### config.mk
export PLATFORM = sky130hd
export DESIGN_NAME = mswt_table
export DESIGN_NICKNAME = d
export VERILOG_FILES = /design/src/mswt_pkg.sv /design/src/mswt_dec_if.sv /design/src/mswt_table.sv /design/src/mswt_delta_decoder.sv
export SDC_FILE = /design/constraint.sdc
export NUM_CORES = 1
export LEC_CHECK = 0
export CAP_MARGIN = 20
export CORE_UTILIZATION = 25
export CTS_CLUSTER_SIZE = 16
export DETAILED_ROUTE_END_ITERATION = 16
export DONT_BUFFER_PORTS = 1
export SLEW_MARGIN = 10
export SYNTH_ARGS = -nofsm -noshare
export SYNTH_HDL_FRONTEND = slang
export SYNTH_HIERARCHICAL = 1
export SYNTH_SLANG_ARGS = --single-unit
### constraint.sdc
create_clock -name sys_clk -period 6.58 [get_ports sys_clk]
set_clock_uncertainty 0.05 [all_clocks]
set_input_delay 0.329 -clock sys_clk [delete_from_list [all_inputs] [get_ports sys_clk]]
set_output_delay 0.329 -clock sys_clk [all_outputs]
set_load 0.005 [all_outputs]
### src/mswt_pkg.sv
package mswt_pkg;

  // Register indices; the byte address is four times the index
  localparam logic [7:0] IDX_WORD_THREE = 8'h63;
  localparam logic [7:0] IDX_WORD_FOUR = 8'h64;
  localparam logic [7:0] IDX_WAVE_STATUS = 8'h6a;
  localparam int ADDR_W = 12;
  localparam logic [11:0] ADDR_WORD_THREE = {2'h0, IDX_WORD_THREE, 2'h0};
  localparam logic [11:0] ADDR_WORD_FOUR = {2'h0, IDX_WORD_FOUR, 2'h0};
  localparam logic [11:0] ADDR_WAVE_STATUS = {2'h0, IDX_WAVE_STATUS, 2'h0};

  // Reset contents of the two table words (sine wave)
  localparam logic [31:0] RST_WORD_THREE = 32'h10104222;
  localparam logic [31:0] RST_WORD_FOUR = 32'hfbffffff;

  // Table segment covered by each word, by counter bits 7:5
  localparam logic [2:0] SEG_WORD_THREE = 3'h3;
  localparam logic [2:0] SEG_WORD_FOUR = 3'h4;
  localparam logic [7:0] COUNT_ORIGIN = 8'h00;

  // Wave value width and status field positions
  localparam int WAVE_W = 9;
  localparam int START_W = 8;
  localparam int STAT_VALUE_LSB = 0;
  localparam int STAT_COUNT_LSB = 16;
  localparam int STAT_HIT_BIT = 24;

  typedef logic signed [2:0] mswt_inc_t;

endpackage

### src/mswt_dec_if.sv
`timescale 1ns/1ps
interface mswt_dec_if;
  logic delta_bit;
  logic [1:0] offset_code;
  mswt_pkg::mswt_inc_t increment;

  modport requester (output delta_bit, output offset_code, input increment);
  modport decoder (input delta_bit, input offset_code, output increment);
endinterface

### src/mswt_table.sv
`timescale 1ns/1ps
// Function
// Word three holds differences, entries 96-127
// Word four holds differences, entries 128-159
// Reset loads default sine-wave table contents
// Each bit plus offset code gives difference
// Zero bit gives code minus one
// One bit gives code plus zero
// Bit n is nth difference, LSB first
// Position zero loads both start values
// Entries accumulate decoded differences in order
module mswt_table (
  // Clock and reset
  input wire logic sys_clk,
  input wire logic nrst,
  // APB slave
  input wire logic [mswt_pkg::ADDR_W-1:0] paddr,
  input wire logic psel,
  input wire logic penable,
  input wire logic pwrite,
  input wire logic [31:0] pwdata,
  input wire logic [3:0] pstrb,
  output logic [31:0] prdata,
  output logic pready,
  output logic pslverr,
  // Counter, segment code and neighbouring table bit
  input wire logic [7:0] microstep_counter,
  input wire logic [1:0] segment_offset_select,
  input wire logic other_delta_bit,
  // Start values for counter position zero
  input wire logic [mswt_pkg::START_W-1:0] coil_a_start_value,
  input wire logic [mswt_pkg::START_W-1:0] coil_b_start_value,
  // Wave outputs
  output logic signed [mswt_pkg::WAVE_W-1:0] coil_a_current,
  output logic signed [mswt_pkg::WAVE_W-1:0] coil_b_current,
  output logic table_hit
);

  logic [31:0] wave_delta_word_three;
  logic [31:0] wave_delta_word_four;
  logic [7:0] prev_count;
  logic setup_phase;
  logic access_phase;
  logic addr_three;
  logic addr_four;
  logic addr_status;
  logic step_fwd;
  logic step_back;
  logic [7:0] bit_index;
  logic own_bit;
  logic own_hit;
  logic signed [mswt_pkg::WAVE_W-1:0] inc_ext;
  logic signed [mswt_pkg::WAVE_W-1:0] next_coil_a;
  logic [31:0] status_word;
  logic [31:0] read_mux;

  mswt_dec_if dec ();

  mswt_delta_decoder u_dec (
    .dec(dec.decoder)
  );

  // Bus phase and address decode
  assign setup_phase = psel && !penable;
  assign access_phase = psel && penable;
  assign addr_three = (paddr == mswt_pkg::ADDR_WORD_THREE);
  assign addr_four = (paddr == mswt_pkg::ADDR_WORD_FOUR);
  assign addr_status = (paddr == mswt_pkg::ADDR_WAVE_STATUS);
  assign pready = 1'b1; // Zero wait states

  // Word three: byte-enabled write, sine reset
  always_ff @(posedge sys_clk or negedge nrst) begin
    if (!nrst) begin
      wave_delta_word_three <= mswt_pkg::RST_WORD_THREE;
    end else if (access_phase && pwrite && addr_three) begin
      for (int b = 0; b < 4; b++) begin
        if (pstrb[b]) begin
          wave_delta_word_three[8*b +: 8] <= pwdata[8*b +: 8];
        end
      end
    end
  end

  // Word four: byte-enabled write, sine reset
  always_ff @(posedge sys_clk or negedge nrst) begin
    if (!nrst) begin
      wave_delta_word_four <= mswt_pkg::RST_WORD_FOUR;
    end else if (access_phase && pwrite && addr_four) begin
      for (int b = 0; b < 4; b++) begin
        if (pstrb[b]) begin
          wave_delta_word_four[8*b +: 8] <= pwdata[8*b +: 8];
        end
      end
    end
  end

  // Read-only status: current wave value, last counter, hit flag
  always_comb begin
    status_word = 32'h0;
    status_word[mswt_pkg::STAT_VALUE_LSB +: mswt_pkg::WAVE_W] = coil_a_current;
    status_word[mswt_pkg::STAT_COUNT_LSB +: 8] = prev_count;
    status_word[mswt_pkg::STAT_HIT_BIT] = table_hit;
  end

  // Read selection
  always_comb begin
    if (addr_three) begin
      read_mux = wave_delta_word_three;
    end else if (addr_four) begin
      read_mux = wave_delta_word_four;
    end else if (addr_status) begin
      read_mux = status_word;
    end else begin
      read_mux = 32'h0;
    end
  end

  // Read data and error captured in setup, shown in access
  always_ff @(posedge sys_clk or negedge nrst) begin
    if (!nrst) begin
      prdata <= 32'h0;
      pslverr <= 1'b0;
    end else if (setup_phase) begin
      prdata <= pwrite ? 32'h0 : read_mux;
      pslverr <= !(addr_three || addr_four || (addr_status && !pwrite));
    end
  end

  // Step direction against the last counter value
  assign step_fwd = (microstep_counter == prev_count + 8'h01);
  assign step_back = (microstep_counter == prev_count - 8'h01);
  // Difference between entry x and x+1 is bit x
  assign bit_index = step_fwd ? prev_count : microstep_counter;

  // Pick bit n of the owning word, LSB first
  always_comb begin
    own_hit = 1'b1;
    case (bit_index[7:5])
      mswt_pkg::SEG_WORD_THREE: own_bit = wave_delta_word_three[bit_index[4:0]];
      mswt_pkg::SEG_WORD_FOUR: own_bit = wave_delta_word_four[bit_index[4:0]];
      default: begin
        own_bit = other_delta_bit;
        own_hit = 1'b0;
      end
    endcase
  end

  // Bit and segment code to the decoder
  assign dec.delta_bit = own_bit;
  assign dec.offset_code = segment_offset_select;
  assign inc_ext = {{(mswt_pkg::WAVE_W-3){dec.increment[2]}}, dec.increment};

  // Next wave value: start at zero, else running sum
  always_comb begin
    if (microstep_counter == mswt_pkg::COUNT_ORIGIN) begin
      next_coil_a = $signed({1'b0, coil_a_start_value});
    end else if (step_fwd) begin
      next_coil_a = coil_a_current + inc_ext;
    end else if (step_back) begin
      next_coil_a = coil_a_current - inc_ext;
    end else begin
      next_coil_a = coil_a_current;
    end
  end

  // Coil A wave value and counter tracking
  always_ff @(posedge sys_clk or negedge nrst) begin
    if (!nrst) begin
      coil_a_current <= '0;
      prev_count <= 8'h00;
      table_hit <= 1'b0;
    end else begin
      coil_a_current <= next_coil_a;
      prev_count <= microstep_counter;
      table_hit <= own_hit && (step_fwd || step_back);
    end
  end

  // Coil B start value at counter position zero
  always_ff @(posedge sys_clk or negedge nrst) begin
    if (!nrst) begin
      coil_b_current <= '0;
    end else if (microstep_counter == mswt_pkg::COUNT_ORIGIN) begin
      coil_b_current <= $signed({1'b0, coil_b_start_value});
    end
  end

endmodule

### src/mswt_delta_decoder.sv
`timescale 1ns/1ps
module mswt_delta_decoder (
  // Difference bit and offset code in, signed step out
  mswt_dec_if.decoder dec
);

  // Code minus one, plus one more when the bit is set
  always_comb begin
    dec.increment = $signed({1'b0, dec.offset_code}) - 3'sd1 + $signed({2'b00, dec.delta_bit});
  end

endmodule

==> results.cfg <==
[power]
p_per_area_mw_per_mm2 = 256
power.share.combinational = 0.167
internal_power_mw = 1.60
clock_power_share = 0.447
power.switching_mw = 0.603
total_power_consumption_of_the_routed_design_mw = 2.21
ir_drop_mv = 0.223
power_switching_share = 0.273
static_leakage_power_nw = 3.56
power_frac_seq = 0.386

[synth]
synthArstFlopShare = 1.00
synthesis.nets = 774
most_used_standard_cells_in_the_synthesized_netlist = sky130_fd_sc_hd__nand2_1, sky130_fd_sc_hd__dfrtp_1, sky130_fd_sc_hd__mux2_2
synth_largest_type_area_fraction = 0.307
post_synth_instance_area_mm2 = 0.00700
yosysWarnings = 6
synth_area_per_cell_um2 = 10.3
postSynthCellCount = 678
synthMostInstantiatedCell = sky130_fd_sc_hd__nand2_1
ff_latch_count_synth = 123
most_area_consuming_cells_after_synthesis = sky130_fd_sc_hd__dfrtp_1, sky130_fd_sc_hd__dfstp_2, sky130_fd_sc_hd__mux2_2
synth_largest_area_cell = sky130_fd_sc_hd__dfrtp_1
ys_dominant_reg_cell = sky130_fd_sc_hd__dfrtp_1
portion_of_the_post_synthesis_area_used_by_sequential_elements = 0.446
synth_enable_flop_cells = 0
synthDistinctLibCells = 76

[sta]
setup-tns-final_ps = 0
finalCritPeriodShare = 0.939
pins_over_their_slew_limit = 0
post-route-min-period_ps = 6180
rsz0062_at_grt = false
max-slew-margin-rel = 0.465
finalHoldViolations = 0
max_clock_freq_mhz = 162
worst_slew_pin_slew_ps = 800
setup_viol = 0

[layout]
final_net_count = 808
fin_util = 0.317
area_growth_pct = 23.2
layout.filler_cells = 2815
count_of_placed_standard_cells_in_the_final_layout_fillers_left_out = 1098
layout_cell_share_with_drive_strength_beyond_1 = 0.263
fin_area_mm2 = 0.00863

[flow_run]
maxCapViolations = 0

[floorplan]
dieArea_mm2 = 0.0287
die_h_um = 169
chipWidth_um = 169
start_util = 0.258
core_area_mm2 = 0.0272
ios = 133
floorplan.rows = 60

[worst_hold_path]
hold_path_depth = 1
classification_of_the_worst_slack_hold_path = in2reg

[setup_path]
start_kind = flop
path_depth = 28
worstRegToRegCells = 28
arrival_ps = 6400
timing.critical_path.buf_inv = 4
end_kind = flop
timing.critical_path.max_delay_family = compound AO/OA/AOI/OAI gates
timing.critical_path.slowest_cell_delay_ps = 570
worstPathMaxFanout = 9
crit_path_category = reg2reg
critPathSlowestCell = sky130_fd_sc_hd__or4_4
cp_data_required_time_ps = 6800

[routing]
detail_route.iter0.violations = 483
detail_route.wirelength_um = 22700
vias = 5540
wire_per_inst_um = 20.7
number_of_vias_per_cell_after_detailed_routing = 5.05
antenna_left = 0
drc_errors = 0
drt_first_pass_iters = 8

[global_route]
gr-usage-all-layers = 0.158
grt_first_pass_wirelength_um = 33900
grt_max_degree = 124
grt.overflow.total = 0
first_global_vias = 5565
grt_antenna_before_repair = 2

[placement]
hpwl_um = 15700
dpl.cell_count = 1017
buffer_ports.inserted = 0
dpl_cell_area_mm2 = 0.00739
routabilityCongestion = 0.880

[clock_network]
htreeDepth = 4
tritoncts = done
tritoncts.num_buffers = 17
clk_latency_ps = 420
cts.reportedPaths.clkPinSlew_ps = 60
tritoncts_num_sinks = 123
clock_root_cell = sky130_fd_sc_hd__clkbuf_16
clockBufferDepth = 2

[run_status]
outcome = complete, no violations
## state kept, by name (all words and copies together) (netlist names)
signal,cells
table_hit,1
wave_delta_word_three,32
coil_b_current,8
prev_count,8
wave_delta_word_four,32
prdata,32
coil_a_current,9
pslverr,1
## placed cells by master, fill, tap and decap left out, drive strengths merged, types with 3 or more instances in the layout
master and count:
clkinv 3, buf 23, a21oi 29, clkbuf 23, nand3b 3, a21o 7
nor2 16, dfstp 37, nand2 108, clkinvlp 4, inv 26, a211oi 18
ha 15, mux4 3, nor2b 3, a222oi 18, o21bai 4, xor2 8
a2111oi 6, xnor2 13, o211ai 5, and3 12, nand2b 9, mux2i 26
a311oi 3, bufinv 3, nor4b 5, a22oi 14, mux2 57, dfrtp 86
o21ai 48, nor3 7, dlygate4sd3 40, o2111ai 3, nand3 7
## cell families after synthesis
group                    count (synthesis)  share of synthesized area
AO/OA/AOI/OAI                          171                      0.185
adder cells (fa/ha/maj)                 16                     0.0297
AND/OR/NAND/NOR                        182                      0.122
XOR/XNOR                                21                     0.0273
other                                    2                    0.00107
buffers and inverters                   77                     0.0484
flip-flops                             123                      0.446
multiplexers                            86                      0.141
## per-stage QoR
stage	hold WS (ps)	setup slack [ps]
after global routing	0.154	13.8
after global placement	-13.5	146
after floorplan	-16.6	607
after detailed placement	-13.9	84.1
after CTS	0.788	52.9
final	12.8	403
## final cells by class
type,instances,area [um2],area share
multi-input combinational,480,3680,0.426
clock inverter,10,139,0.0161
sequential,123,3130,0.363
tap,372,465,0.0540
clock buffer,22,484,0.0561
timing repair buffer,64,631,0.0731
antenna,1,2.50,0.000290
inverter,26,97.6,0.0113
## power groups by stage
stage | registers [mW] | logic, mW | clock network, mW
2_1_floorplan | 0.835 | 0.265 | 0
3_3_place_gp | 0.863 | 0.307 | 0
3_5_place_dp | 0.864 | 0.309 | 0
4_1_cts | 0.851 | 0.351 | 0.998
5_1_grt | 0.858 | 0.415 | 1.03
6_report | 0.852 | 0.368 | 0.986
## path summary, 6_finish.rpt
kind | startpoint | endpoint | slack [ps]
worst max-delay path | prev_count[0] | coil_a_current[8] | 400
worst min-delay path | pwdata[5] | wave_delta_word_three[5] | 10
worst max register to register | prev_count[0] | coil_a_current[8] | 400
worst min register to register | coil_b_current[5] | coil_b_current[5] | 460
max in group asynchronous | nrst | prev_count[1] | 5460
min in group asynchronous | nrst | coil_b_current[3] | 460
## layer usage
layer / global-route usage / share of wire
met1: 0.211 / 0.44
met2: 0.247 / 0.47
met3: 0.0504 / 0.085
met4: 0.0349 / 0.0093
met5: 0 / 0.00079
## worst reg2reg max path: cells and delay by family (launching register included)
kind | cells | cell delay, ps
xor gates and xnor gates | 1 | 170
AOI/OAI and AO/OA | 13 | 2350
DFF | 1 | 480
and+or+nand+nor | 5 | 1010
adders and majority gates | 4 | 1040
muxes | 1 | 540
buffers and inverters | 4 | 390
## what timing repair did
item	CTS	global route
endpoints found under the hold margin	167	2
resized for setup	0	26
buffers inserted	0	4
endpoints found under the setup margin	0	3
hold buffers	39	2
Note: power is estimated with default switching activity, not from simulation.
